File: src/spfs_cfg.svh
`ifndef SPFS_CFG_SVH
`define SPFS_CFG_SVH
`define SPFS_OFF_GPIO_EN 8'h00
`define SPFS_OFF_GPIO_DIR 8'h04
`define SPFS_OFF_GPIO_OUT 8'h08
`define SPFS_OFF_GPIO_IN 8'h0C
`define SPFS_OFF_PERIPHERAL_CONFIG_REG 8'h10
`define SPFS_OFF_A1DIR 8'h14
`define SPFS_OFF_STATUS 8'h18
`define SPFS_GPIO_MASK 16'hFE06
`define SPFS_GPIO_EN_RST 16'h0000
`define SPFS_GPIO_DIR_RST 16'h0000
`define SPFS_GPIO_OUT_RST 16'h0000
`define SPFS_AFC_RST 2'h0
`define SPFS_AFC_NONE 2'h3
`define SPFS_A1DIR_RST 18'h00000
`define SPFS_A1_FS_BIT 16
`define SPFS_A1_CLK_BIT 17
`define SPFS_BIT_WIDTH 10
`define SPFS_BIT_HOSTDIS 8
`define SPFS_GPIO_CLK_LSB 1
`define SPFS_GPIO_HI_LSB 9
`define SPFS_STRAP_DIS_RST 1'b0
`define SPFS_STRAP_HD5_RST 1'b1
`define SPFS_QUARTER_HALF 3'h2
`define SPFS_SIXTH_HALF 3'h3
`define SPFS_RESP_OKAY 2'h0
`define SPFS_RESP_SLVERR 2'h2
`endif

File: src/spfs_pkg.sv
package spfs_pkg;
    typedef enum logic [3:0]
    {
        SPFS_OWN_NONE = 4'h1,
        SPFS_OWN_PRIMARY = 4'h2,
        SPFS_OWN_AUDIO = 4'h4,
        SPFS_OWN_GPIO = 4'h8
    } spfs_owner_t;
    typedef enum logic [1:0]
    {
        SPFS_ST_WAIT = 2'h1,
        SPFS_ST_HELD = 2'h2
    } spfs_strap_st_t;
    typedef struct packed
    {
        logic host_dis;
        logic hd5_wide;
    } spfs_strap_t;
    typedef struct packed
    {
        logic [7:0] addr;
        logic [31:0] data;
        logic [3:0] strb;
    } spfs_wr_t;
endpackage : spfs_pkg

File: src/spfs_pad_cell.sv
`timescale 1ns/1ps
`default_nettype none
module spfs_pad_cell #(parameter int W = 1)
(
    input wire spfs_pkg::spfs_owner_t sel, // Current owner of these pads
    input wire logic [W-1:0] prim_out, // Primary function drive
    input wire logic [W-1:0] prim_oe, // Primary function enable
    input wire logic [W-1:0] audio_out, // Audio port drive
    input wire logic [W-1:0] audio_oe, // Audio port enable
    input wire logic [W-1:0] gpio_out, // GPIO drive
    input wire logic [W-1:0] gpio_oe, // GPIO enable
    input wire logic [W-1:0] pad_in, // Level seen on pad
    output logic [W-1:0] pad_out, // Pad drive value
    output logic [W-1:0] pad_oe, // Pad drive enable
    output logic [W-1:0] prim_in, // Pad level to primary function
    output logic [W-1:0] audio_in, // Pad level to audio port
    output logic [W-1:0] gpio_in // Pad level to GPIO
);
    always_comb
    begin
        pad_out = '0;
        pad_oe = '0;
        prim_in = '0;
        audio_in = '0;
        gpio_in = '0;
        // Only the single owner sees and drives the pad
        case (sel)
            spfs_pkg::SPFS_OWN_PRIMARY:
            begin
                pad_out = prim_out;
                pad_oe = prim_oe;
                prim_in = pad_in;
            end
            spfs_pkg::SPFS_OWN_AUDIO:
            begin
                pad_out = audio_out;
                pad_oe = audio_oe;
                audio_in = pad_in;
            end
            spfs_pkg::SPFS_OWN_GPIO:
            begin
                pad_out = gpio_out;
                pad_oe = gpio_oe;
                gpio_in = pad_in;
            end
            default:
            begin
                pad_out = '0;
            end
        endcase
    end
endmodule : spfs_pad_cell
`default_nettype wire

File: src/spfs_shared_pin_select.sv
`timescale 1ns/1ps
`default_nettype none
`include "spfs_cfg.svh"
module spfs_shared_pin_select
(
    input wire logic aclk, // Device clock
    input wire logic aresetn, // Synchronous reset, active low
    input wire logic [7:0] s_axi_awaddr, // Write address
    input wire logic s_axi_awvalid, // Write address valid
    output logic s_axi_awready, // Write address ready
    input wire logic [31:0] s_axi_wdata, // Write data
    input wire logic [3:0] s_axi_wstrb, // Write byte strobes
    input wire logic s_axi_wvalid, // Write data valid
    output logic s_axi_wready, // Write data ready
    output logic [1:0] s_axi_bresp, // Write response
    output logic s_axi_bvalid, // Write response valid
    input wire logic s_axi_bready, // Write response ready
    input wire logic [7:0] s_axi_araddr, // Read address
    input wire logic s_axi_arvalid, // Read address valid
    output logic s_axi_arready, // Read address ready
    output logic [31:0] s_axi_rdata, // Read data
    output logic [1:0] s_axi_rresp, // Read response
    output logic s_axi_rvalid, // Read valid
    input wire logic s_axi_rready, // Read ready
    input wire logic host_port_enable_strap, // Enable strap level, high disables host
    input wire logic host_data5_width_strap, // Width strap level, high selects wide
    input wire logic [1:0] clkpad_in, // Clock pads in: 0 quarter, 1 sixth
    output logic [1:0] clkpad_out, // Clock pads drive
    output logic [1:0] clkpad_oe, // Clock pads enable
    input wire logic [5:0] ctlpad_in, // Host control pads in
    output logic [5:0] ctlpad_out, // Host control pads drive
    output logic [5:0] ctlpad_oe, // Host control pads enable
    input wire logic [31:0] datpad_in, // Host data pads in
    output logic [31:0] datpad_out, // Host data pads drive
    output logic [31:0] datpad_oe, // Host data pads enable
    input wire logic [5:0] host_ctrl_out, // Host port control drive
    input wire logic [5:0] host_ctrl_oe, // Host port control enable
    output logic [5:0] host_ctrl_in, // Host port control in
    input wire logic [31:0] host_data_out, // Host port data drive
    input wire logic [31:0] host_data_oe, // Host port data enable
    output logic [31:0] host_data_in, // Host port data in
    output logic host_port_enabled, // Host port owns its pads
    output logic host_port_wide_mode, // Host port is 32 bits wide
    input wire logic [15:0] audio1_data_out, // Audio port serial pins drive
    output logic [15:0] audio1_data_in, // Audio port serial pins in
    input wire logic audio1_receive_frame_sync_out, // Audio receive sync drive
    output logic audio1_receive_frame_sync_in, // Audio receive sync in
    input wire logic audio1_receive_clock_out, // Audio receive clock drive
    output logic audio1_receive_clock_in, // Audio receive clock in
    output logic audio_port1_enabled // Audio port owns some pads
);
    spfs_pkg::spfs_strap_t strap_r;
    spfs_pkg::spfs_strap_st_t strap_st_r;
    logic host_dis;
    logic wide;
    logic [15:0] gpio_en_r;
    logic [15:0] gpio_dir_r;
    logic [15:0] gpio_out_r;
    logic [15:0] gpio_in_r;
    logic [15:0] gpio_pad_in;
    logic [1:0] afc_r;
    logic [17:0] a1dir_r;
    logic [2:0] q_cnt_r;
    logic [2:0] s_cnt_r;
    logic [1:0] clk_r;
    logic [5:0] ctl_audio_in;
    logic aw_hold_r;
    logic w_hold_r;
    spfs_pkg::spfs_wr_t wr_r;
    logic do_wr;
    logic [31:0] rd_word;
    logic rd_err;
    logic wr_err;
    logic [31:0] wr_cur;
    logic [31:0] wr_new;

    function automatic logic [31:0] apply_strb(input logic [31:0] old, input logic [31:0] wd, input logic [3:0] st);
        logic [31:0] res;
        res = old;
        for (int i = 0; i < 4; i++)
        begin
            if (st[i])
            begin
                res[i*8 +: 8] = wd[i*8 +: 8];
            end
        end
        return res;
    endfunction : apply_strb

    // Straps caught on the first edge after release, then frozen
    always_ff @(posedge aclk)
    begin
        if (!aresetn)
        begin
            strap_st_r <= spfs_pkg::SPFS_ST_WAIT;
            strap_r <= {`SPFS_STRAP_DIS_RST, `SPFS_STRAP_HD5_RST};
        end
        else
        begin
            case (strap_st_r)
                spfs_pkg::SPFS_ST_WAIT:
                begin
                    strap_r.host_dis <= host_port_enable_strap;
                    strap_r.hd5_wide <= host_data5_width_strap;
                    strap_st_r <= spfs_pkg::SPFS_ST_HELD;
                end
                spfs_pkg::SPFS_ST_HELD:
                begin
                    strap_st_r <= spfs_pkg::SPFS_ST_HELD;
                end
                default:
                begin
                    strap_st_r <= spfs_pkg::SPFS_ST_WAIT;
                end
            endcase
        end
    end

    assign host_dis = strap_r.host_dis;
    assign wide = !strap_r.host_dis && strap_r.hd5_wide;
    assign host_port_enabled = !host_dis;
    assign host_port_wide_mode = wide;
    assign audio_port1_enabled = !wide;

    // Divided clock outputs, toggled every half period
    always_ff @(posedge aclk)
    begin
        if (!aresetn)
        begin
            q_cnt_r <= 3'h0;
            s_cnt_r <= 3'h0;
            clk_r <= 2'h0;
        end
        else
        begin
            q_cnt_r <= (q_cnt_r == `SPFS_QUARTER_HALF - 3'h1) ? 3'h0 : q_cnt_r + 3'h1;
            s_cnt_r <= (s_cnt_r == `SPFS_SIXTH_HALF - 3'h1) ? 3'h0 : s_cnt_r + 3'h1;
            clk_r[0] <= (q_cnt_r == `SPFS_QUARTER_HALF - 3'h1) ? !clk_r[0] : clk_r[0];
            clk_r[1] <= (s_cnt_r == `SPFS_SIXTH_HALF - 3'h1) ? !clk_r[1] : clk_r[1];
        end
    end

    genvar g;
    for (g = 0; g < 2; g++)
    begin : g_clk
        spfs_pkg::spfs_owner_t own;
        assign own = gpio_en_r[g + 1] ? spfs_pkg::SPFS_OWN_GPIO : spfs_pkg::SPFS_OWN_PRIMARY;
        spfs_pad_cell #(.W(1)) u_cell
        (
            .sel(own),
            .prim_out(clk_r[g]),
            .prim_oe(1'b1),
            .audio_out(1'b0),
            .audio_oe(1'b0),
            .gpio_out(gpio_out_r[g + 1]),
            .gpio_oe(gpio_dir_r[g + 1]),
            .pad_in(clkpad_in[g]),
            .pad_out(clkpad_out[g]),
            .pad_oe(clkpad_oe[g]),
            .prim_in(),
            .audio_in(),
            .gpio_in(gpio_pad_in[g + 1])
        );
    end

    for (g = 0; g < 6; g++)
    begin : g_ctl
        spfs_pkg::spfs_owner_t own;
        logic hit;
        assign hit = (afc_r == 2'(g % 3));
        assign own = !host_dis ? spfs_pkg::SPFS_OWN_PRIMARY
            : (hit ? spfs_pkg::SPFS_OWN_AUDIO : spfs_pkg::SPFS_OWN_NONE);
        spfs_pad_cell #(.W(1)) u_cell
        (
            .sel(own),
            .prim_out(host_ctrl_out[g]),
            .prim_oe(host_ctrl_oe[g]),
            .audio_out(g < 3 ? audio1_receive_frame_sync_out : audio1_receive_clock_out),
            .audio_oe(g < 3 ? a1dir_r[`SPFS_A1_FS_BIT] : a1dir_r[`SPFS_A1_CLK_BIT]),
            .gpio_out(1'b0),
            .gpio_oe(1'b0),
            .pad_in(ctlpad_in[g]),
            .pad_out(ctlpad_out[g]),
            .pad_oe(ctlpad_oe[g]),
            .prim_in(host_ctrl_in[g]),
            .audio_in(ctl_audio_in[g]),
            .gpio_in()
        );
    end

    // Only the selected pad pair passes audio, so OR recovers it
    assign audio1_receive_frame_sync_in = |ctl_audio_in[2:0];
    assign audio1_receive_clock_in = |ctl_audio_in[5:3];

    spfs_pad_cell #(.W(16)) u_upper
    (
        .sel(wide ? spfs_pkg::SPFS_OWN_PRIMARY : spfs_pkg::SPFS_OWN_AUDIO),
        .prim_out(host_data_out[31:16]),
        .prim_oe(host_data_oe[31:16]),
        .audio_out(audio1_data_out),
        .audio_oe(a1dir_r[15:0]),
        .gpio_out(16'h0000),
        .gpio_oe(16'h0000),
        .pad_in(datpad_in[31:16]),
        .pad_out(datpad_out[31:16]),
        .pad_oe(datpad_oe[31:16]),
        .prim_in(host_data_in[31:16]),
        .audio_in(audio1_data_in),
        .gpio_in()
    );

    for (g = `SPFS_GPIO_HI_LSB; g < 16; g++)
    begin : g_hi
        spfs_pkg::spfs_owner_t own;
        assign own = !host_dis ? spfs_pkg::SPFS_OWN_PRIMARY
            : (gpio_en_r[g] ? spfs_pkg::SPFS_OWN_GPIO : spfs_pkg::SPFS_OWN_NONE);
        spfs_pad_cell #(.W(1)) u_cell
        (
            .sel(own),
            .prim_out(host_data_out[g]),
            .prim_oe(host_data_oe[g]),
            .audio_out(1'b0),
            .audio_oe(1'b0),
            .gpio_out(gpio_out_r[g]),
            .gpio_oe(gpio_dir_r[g]),
            .pad_in(datpad_in[g]),
            .pad_out(datpad_out[g]),
            .pad_oe(datpad_oe[g]),
            .prim_in(host_data_in[g]),
            .audio_in(),
            .gpio_in(gpio_pad_in[g])
        );
    end

    spfs_pad_cell #(.W(9)) u_lower
    (
        .sel(host_dis ? spfs_pkg::SPFS_OWN_NONE : spfs_pkg::SPFS_OWN_PRIMARY),
        .prim_out(host_data_out[8:0]),
        .prim_oe(host_data_oe[8:0]),
        .audio_out(9'h000),
        .audio_oe(9'h000),
        .gpio_out(9'h000),
        .gpio_oe(9'h000),
        .pad_in(datpad_in[8:0]),
        .pad_out(datpad_out[8:0]),
        .pad_oe(datpad_oe[8:0]),
        .prim_in(host_data_in[8:0]),
        .audio_in(),
        .gpio_in()
    );

    assign gpio_pad_in[0] = 1'b0;
    assign gpio_pad_in[8:3] = 6'h00;

    always_ff @(posedge aclk)
    begin
        if (!aresetn)
        begin
            gpio_in_r <= 16'h0000;
        end
        else
        begin
            gpio_in_r <= gpio_pad_in;
        end
    end

    // Write channel: address and data held independently, then committed together
    assign s_axi_awready = !aw_hold_r && !s_axi_bvalid;
    assign s_axi_wready = !w_hold_r && !s_axi_bvalid;
    assign do_wr = aw_hold_r && w_hold_r && !s_axi_bvalid;

    always_comb
    begin
        wr_err = 1'b0;
        wr_cur = 32'h00000000;
        case ({wr_r.addr[7:2], 2'b00})
            `SPFS_OFF_GPIO_EN: wr_cur = {16'h0000, gpio_en_r};
            `SPFS_OFF_GPIO_DIR: wr_cur = {16'h0000, gpio_dir_r};
            `SPFS_OFF_GPIO_OUT: wr_cur = {16'h0000, gpio_out_r};
            `SPFS_OFF_PERIPHERAL_CONFIG_REG: wr_cur = {30'h00000000, afc_r};
            `SPFS_OFF_A1DIR: wr_cur = {14'h0000, a1dir_r};
            `SPFS_OFF_GPIO_IN, `SPFS_OFF_STATUS: wr_cur = 32'h00000000;
            default: wr_err = 1'b1;
        endcase
        // Byte strobes merge into the current value of the addressed register
        wr_new = apply_strb(wr_cur, wr_r.data, wr_r.strb);
    end

    always_ff @(posedge aclk)
    begin
        if (!aresetn)
        begin
            aw_hold_r <= 1'b0;
            w_hold_r <= 1'b0;
            wr_r <= '0;
            s_axi_bvalid <= 1'b0;
            s_axi_bresp <= `SPFS_RESP_OKAY;
        end
        else
        begin
            if (s_axi_awvalid && s_axi_awready)
            begin
                aw_hold_r <= 1'b1;
                wr_r.addr <= s_axi_awaddr;
            end
            if (s_axi_wvalid && s_axi_wready)
            begin
                w_hold_r <= 1'b1;
                wr_r.data <= s_axi_wdata;
                wr_r.strb <= s_axi_wstrb;
            end
            if (do_wr)
            begin
                aw_hold_r <= 1'b0;
                w_hold_r <= 1'b0;
                s_axi_bvalid <= 1'b1;
                s_axi_bresp <= wr_err ? `SPFS_RESP_SLVERR : `SPFS_RESP_OKAY;
            end
            else if (s_axi_bvalid && s_axi_bready)
            begin
                s_axi_bvalid <= 1'b0;
            end
        end
    end

    // Software-owned selection, direction and output bits
    always_ff @(posedge aclk)
    begin
        if (!aresetn)
        begin
            gpio_en_r <= `SPFS_GPIO_EN_RST;
            gpio_dir_r <= `SPFS_GPIO_DIR_RST;
            gpio_out_r <= `SPFS_GPIO_OUT_RST;
            afc_r <= `SPFS_AFC_RST;
            a1dir_r <= `SPFS_A1DIR_RST;
        end
        else if (do_wr)
        begin
            case ({wr_r.addr[7:2], 2'b00})
                `SPFS_OFF_GPIO_EN:
                    gpio_en_r <= wr_new[15:0] & `SPFS_GPIO_MASK;
                `SPFS_OFF_GPIO_DIR:
                    gpio_dir_r <= wr_new[15:0] & `SPFS_GPIO_MASK;
                `SPFS_OFF_GPIO_OUT:
                    gpio_out_r <= wr_new[15:0] & `SPFS_GPIO_MASK;
                `SPFS_OFF_PERIPHERAL_CONFIG_REG:
                    afc_r <= wr_new[1:0];
                `SPFS_OFF_A1DIR:
                    a1dir_r <= wr_new[17:0];
                default:
                    afc_r <= afc_r;
            endcase
        end
    end

    always_comb
    begin
        rd_word = 32'h00000000;
        rd_err = 1'b0;
        case ({s_axi_araddr[7:2], 2'b00})
            `SPFS_OFF_GPIO_EN: rd_word = {16'h0000, gpio_en_r};
            `SPFS_OFF_GPIO_DIR: rd_word = {16'h0000, gpio_dir_r};
            `SPFS_OFF_GPIO_OUT: rd_word = {16'h0000, gpio_out_r};
            `SPFS_OFF_GPIO_IN: rd_word = {16'h0000, gpio_in_r};
            `SPFS_OFF_PERIPHERAL_CONFIG_REG: rd_word = {30'h00000000, afc_r};
            `SPFS_OFF_A1DIR: rd_word = {14'h0000, a1dir_r};
            `SPFS_OFF_STATUS:
            begin
                rd_word[`SPFS_BIT_WIDTH] = wide;
                rd_word[`SPFS_BIT_HOSTDIS] = host_dis;
            end
            default: rd_err = 1'b1;
        endcase
    end

    assign s_axi_arready = !s_axi_rvalid;

    always_ff @(posedge aclk)
    begin
        if (!aresetn)
        begin
            s_axi_rvalid <= 1'b0;
            s_axi_rdata <= 32'h00000000;
            s_axi_rresp <= `SPFS_RESP_OKAY;
        end
        else if (s_axi_arvalid && s_axi_arready)
        begin
            s_axi_rvalid <= 1'b1;
            s_axi_rdata <= rd_word;
            s_axi_rresp <= rd_err ? `SPFS_RESP_SLVERR : `SPFS_RESP_OKAY;
        end
        else if (s_axi_rvalid && s_axi_rready)
        begin
            s_axi_rvalid <= 1'b0;
        end
    end
endmodule : spfs_shared_pin_select
`default_nettype wire

File: config.mk
export PLATFORM = sky130hd
export DESIGN_NAME = spfs_shared_pin_select
export DESIGN_NICKNAME = d
export VERILOG_FILES = /design/src/spfs_pkg.sv /design/src/spfs_pad_cell.sv /design/src/spfs_shared_pin_select.sv
export VERILOG_INCLUDE_DIRS = /design/src
export SDC_FILE = /design/constraint.sdc
export NUM_CORES = 1
export LEC_CHECK = 0
export ABC_AREA = 1
export ABC_CLOCK_PERIOD_IN_PS = 1600
export CORE_MARGIN = 10
export CORE_UTILIZATION = 37
export CTS_CLUSTER_DIAMETER = 50
export DETAILED_ROUTE_END_ITERATION = 6
export DONT_BUFFER_PORTS = 1
export PLACE_DENSITY = 0.51
export SLEW_MARGIN = 0
export SYNTH_ARGS = -nofsm -noshare
export SYNTH_HDL_FRONTEND = slang
export SYNTH_SLANG_ARGS = --single-unit
File: constraint.sdc
create_clock -name aclk -period 1.6 [get_ports aclk]
set_input_delay 0.4 -clock aclk [delete_from_list [all_inputs] [get_ports aclk]]
set_output_delay 0.4 -clock aclk [all_outputs]
set_load 0.01 [all_outputs]
# [Word-level counts from Yosys, hierarchy flattened]
# Index checks and enable logic that the tools add are counted.
[word_totals] ff_bits=144 input_bits=195 out_inout_bits=180 elab_cells=230
[op_classes] n_addsub=2 n_eq_ne=48 mux=96 bitwise_logic=1 n_reduce_logical=48
[op_table] op="$pmux 18 s4" count=1
[op_table] op="$mux 4" count=16
[op_table] op="$pmux 16 s2" count=2
[op_table] op="$pmux 1 s2" count=30
[op_table] op="$pmux 8 s6" count=1
[op_table] op="$eq 4x2->1 const B" count=9
[op_table] op="$eq 4x4->1 const B" count=9
[op_table] op="$eq 6x3->1 const B" count=6
[op_table] op="$pmux 7 s5" count=1
[op_table] op="$mux 16" count=2
[op_table] op="$reduce_and 2->1" count=14
[op_table] op="$mux 9" count=3
[op_table] op="$eq 6x2->1 const B" count=4
[op_table] op="$mux 1" count=23
[op_table] op="$mux 3" count=7
[op_table] op="$mux 8" count=2
[op_table] op="$eq 3x2->1 const B" count=5
[op_table] op="$reduce_or 7->1" count=2
[op_table] op="$eq 3x3->1 const B" count=4
[op_table] op="$eq 6x1->1 const B" count=2
[op_table] op="$logic_not 6->1" count=2
[op_table] op="$logic_and 1x1->1" count=10
[op_table] op="$mux 2" count=5
[op_table] op="$reduce_and 3->1" count=3
[op_table] op="14 further kinds" count=32

# [Depth between registers and ports, before layout]
[depth] ltp_word=6 mapped_depth=11

# [Modules after synthesis]
# Synthesis repeated with hierarchy kept, for this count alone.
[hier_totals] hier_cells=1455 area_unflattened_um2=8634.5
[modules_own_cells] mod="spfs_shared_pin_select" instances=1 cells_each=758 area_each_um2=5452.7 seq_area_each_um2=2382.3
[modules_own_cells] mod="spfs_pad_cell at g_clk[0].u_cell ..." instances=15 cells_each=23 area_each_um2=98.8 seq_area_each_um2=0.0
[modules_own_cells] mod="spfs_pad_cell at u_upper" instances=1 cells_each=225 area_each_um2=1062.3 seq_area_each_um2=0.0
[modules_own_cells] mod="spfs_pad_cell at u_lower" instances=1 cells_each=127 area_each_um2=636.9 seq_area_each_um2=0.0

# [Least setup slack after synthesis]
# No wires, ideal clock.
[synth_path] kind="register to output" start="register host_dis (netlist name)" end="output datpad_oe[22]" arrival_time_ns=1.418 slack_ns=-0.218 stages_incl_launch_ff=8 path_buffers=3 cell_sequence="dfxtp_1 > clkbuf_1 > inv_1 > nand2_1 > inv_1 > buf_2 > buf_2 > o21ai_0"
[synth_via] elab_chain_len=5
[synth_lines] item="$logic_not 1->1 (*)"
[synth_lines] item="$logic_and 1x1->1 (*)" line_no="spfs_shared_pin_select.sv:120" source="assign wide = !strap_r.host_dis && strap_r.hd5_wide;"
[synth_lines] item="$mux 3 (*)" line_no="spfs_shared_pin_select.sv:197" source=".sel(wide ? spfs_pkg::SPFS_OWN_PRIMARY : spfs_pkg::SPFS_OWN_AUDIO),"
[synth_lines] item="$eq 3x3->1 or $eq 3x2->1 (tied branches)" line_no="spfs_pad_cell.sv:27" source="case (sel)"
[synth_lines] item="$pmux 16 s2 (*)" line_no="spfs_pad_cell.sv:27"
[synth_lines] item="to (decl)" line_no="spfs_shared_pin_select.sv:35" source="output logic [31:0] datpad_oe,"
# Every way passes the cells marked *; elsewhere a longest branch is shown, timed or not.

# [Final worst setup path]
[layout_path] start="register host_dis (netlist name)" end="output ctlpad_oe[1]"
[layout_via] elab_chain_len=3
[layout_lines] item="$mux 3 (*)" line_no="spfs_shared_pin_select.sv:171" source="assign own = !host_dis ? spfs_pkg::SPFS_OWN_PRIMARY"
[layout_lines] item="$eq 3x3->1 or $eq 3x2->1 (tied branches)" line_no="spfs_pad_cell.sv:27"
[layout_lines] item="$pmux 1 s2 (*)" line_no="spfs_pad_cell.sv:27"
[layout_lines] item="to (decl)" line_no="spfs_shared_pin_select.sv:32" source="output logic [5:0] ctlpad_oe,"
# Marked as above.

==> impl_metrics.toml <==
[run_status]
status = "finished with violations"
violations = "negative setup slack"

[critical_path]
start_kind = "flop"
crit_slowest_cell = "dfxtp_4"
crit_fanout = 6
slowest_delay_ps = 370
endpoint_kind = "output port"
cp_cell_sequence = "inv_8 > nor3_4 > inv_2 > buf_6 > o21ai_2 > buf_4"
crit_arrival_ps = 1490
critical_path_required_ps = 1200
worst-setup-path-type = "reg -> out"
rrSetupSlack_ps = 20

[pwr]
power_frac_clock = 0.300
power.leakage_nw = 4.14
seq_power_share = 0.250
peakVddDrop_mv = 1.03
pwr-share-comb = 0.450
p_sw_frac = 0.391
switchingPower_mw = 5.23
power.internal_mw = 8.16
p_per_area_nw_per_um2 = 1410
power_mw = 13.4

[logic_synthesis]
synth_edf_count = 0
synth_ff_type = "dfxtp_1"
yosysUniqueCellTypes = 41
synth-seq-cells = 119
syn_avg_cell_area_um2 = 6.35
synthesis.area_um2 = 6890
synthArstFlopShare = 0
yosysWarnings = 0
synth_seq_area_share = 0.346
synthCells = 1084

[detailed_routing]
dr.first_iter.drc_count = 500
post_drt_wl_per_cell_um = 20.7
wl_mm = 28.4
dr.pass1.iters = 5
via_per_inst = 5.09
drc_errors = 0
vias = 7003
postRouteAntennaNets = 0

[floorplan]
dieArea_um2 = 24500
die_w_um = 156
rows = 49
start_util = 0.379
die_y_um = 156
io_pins = 375
design.core.area_um2 = 18100

[clock_network]
cts_buffers = 17
holdBufCountCts = 0
clockBufferDepth = 2
clock-sinks = 119
cts_root_buffer = "clkbuf_16"
cts_tree = "yes"
cts.htree.levels = 4
insertion_delay_ps = 420
path_clk_slew_ps = 50

[final_layout]
area_growth_pct = 37.4
num-fill-cells = 1796
final_area_um2 = 9470
nets = 1331
drive_above_1_share = 0.328
fin_util = 0.522

[sta]
fin_setup_tns_ps = -23250
hold_violations = 0
setup_violations = 134
period_share = 1.18
clock_skew_ps = 7.27
post-route-min-period_ps = 1890
max_freq_mhz = 529
rsz0062_at_grt = "true"
fin_ws_ps = -289
finalMaxSlewViolations = 0

[grt]
grt_pass1_vias = 6729
antenna_found_initial = 2
grt_util_all_layers = 0.213
grt_first_pass_wirelength_mm = 40.4
grt_max_degree = 82
globalRouteOverflowTotal = 0

[placement]
gp_congestion = 0.856
io_buffers = 0
hpwl_mm = 20.8
placed_area_um2 = 7430
place_ws_ps = -119

[flow_run]
cap_violations = 0

[hold_path]
worst_hold_path_type = "in -> reg"
## synthesized netlist by cell type (all sizes together), types with 2 or more instances
master	count	area share
nor2	192	0.12
dfxtp	119	0.35
nand2	218	0.12
clkbuf	32	0.017
a22oi	3	0.0033
a21oi	78	0.057
a31oi	2	0.0018
nor3	10	0.0073
nand3	48	0.035
ha	5	0.0091
inv	155	0.085
xnor2	2	0.0025
clkinv	3	0.0016
nand4	5	0.0045
o21ai	120	0.088
o221ai	2	0.0025
buf	70	0.075
o22ai	6	0.0055
or2	5	0.0045
## timing repair
| item | CTS | global route |
|---|---|---|
| hold endpoints to repair | 0 | 0 |
| resized for setup | 178 | 165 |
| gates cloned | 5 | 4 |
| setup endpoints to repair | 172 | 185 |
| pin swaps | 17 | 48 |
| buffers inserted | 1 | 12 |
## worst paths after layout
check / startpoint / end / cells past startpoint
min reg2reg: s_cnt_r[0] / s_cnt_r[0] / 1
min: clkpad_in[1] / gpio_in_r[2] / 2
max reg2reg: wr_r[41] / gpio_dir_r[1] / 9
max: host_dis / ctlpad_oe[1] / 6
## per-layer routing
metal / routed length [um] / vias to the layer above / GRT usage
met4: 667 / 0 / 0.0719
met5: 0 / - / 0
met2: 14400 / 268 / 0.369
met1: 11300 / 3250 / 0.246
met3: 2000 / 41 / 0.0609
li1: - / 3444 / -
## power groups by stage
stage               combinational, mW  sequential, mW  clock [mW]
finish                           6.02            3.34        4.02
global route                     6.46            3.36        4.23
CTS                              5.17            3.32        4.07
detailed placement               3.81            3.37           0
global placement                 3.79            3.37           0
floorplan                        3.02            3.33           0
## registers in the layout, indices dropped and copies added, names as in the netlist
signal        count
s_axi_bvalid      1
clk_r             2
strap_st_r        2
a1dir_r          18
host_dis          1
gpio_in_r         9
s_axi_rvalid      1
s_cnt_r           3
afc_r             2
s_axi_rdata      18
strap_r           1
q_cnt_r           3
w_hold_r          1
s_axi_rresp       1
wr_r             27
gpio_out_r        9
aw_hold_r         1
gpio_dir_r        9
gpio_en_r         9
s_axi_bresp       1
## metrics by stage
stage | hold slack [ps] | instances
5_1_grt | 99.6 | 1374
2_1_floorplan | 417 | 1099
3_5_place_dp | 444 | 1319
6_report | 103 | 1375
3_3_place_gp | 435 | 1319
4_1_cts | 89.4 | 1357
## layout make-up
cell class	count	area [um2]	share of cell area
antenna	2	5.00	0.000529
clock buffer	22	464	0.0490
clock inverter	10	150	0.0159
inverter	158	623	0.0658
multi-input combinational	721	4270	0.451
sequential	119	2410	0.255
tap	229	287	0.0303
timing repair buffer	114	1260	0.133
## worst max-delay path: cells and delay by family (launching register included)
kind / cells / cell delay [ps]
and+or+nand+nor: 1 / 170
DFF: 1 / 370
buffers and inverters: 4 / 410
AOI/OAI and AO/OA: 1 / 110
## cells by family after synthesis
family                   count (synthesis)  synth area share
AND/OR/NAND/NOR                        480             0.297
XOR/XNOR                                 2           0.00254
flip-flops                             119             0.346
adder cells (fa/ha/maj)                  5           0.00908
AO/OA/AOI/OAI                          217             0.165
buffers and inverters                  260             0.179
other                                    1          0.000545
## layout by cell type, fill, tap and decap left out, types with 11 or more instances in the layout
master | synthesis | final
nand2_2 | 2 | 45
clkbuf_16 | 0 | 20
buf_12 | 0 | 14
nor2_4 | 6 | 72
inv_1 | 149 | 137
o21ai_1 | 2 | 18
nand2_1 | 213 | 165
nor2_2 | 3 | 19
o21ai_2 | 1 | 24
dfxtp_1 | 119 | 107
nand3_1 | 48 | 41
o21ai_0 | 117 | 76
a21oi_1 | 77 | 67
conb_1 | 1 | 16
inv_2 | 5 | 12
buf_6 | 3 | 18
a21oi_2 | 1 | 11
nor2_1 | 180 | 99
buf_4 | 60 | 74
(Power assumes the default switching activity.)
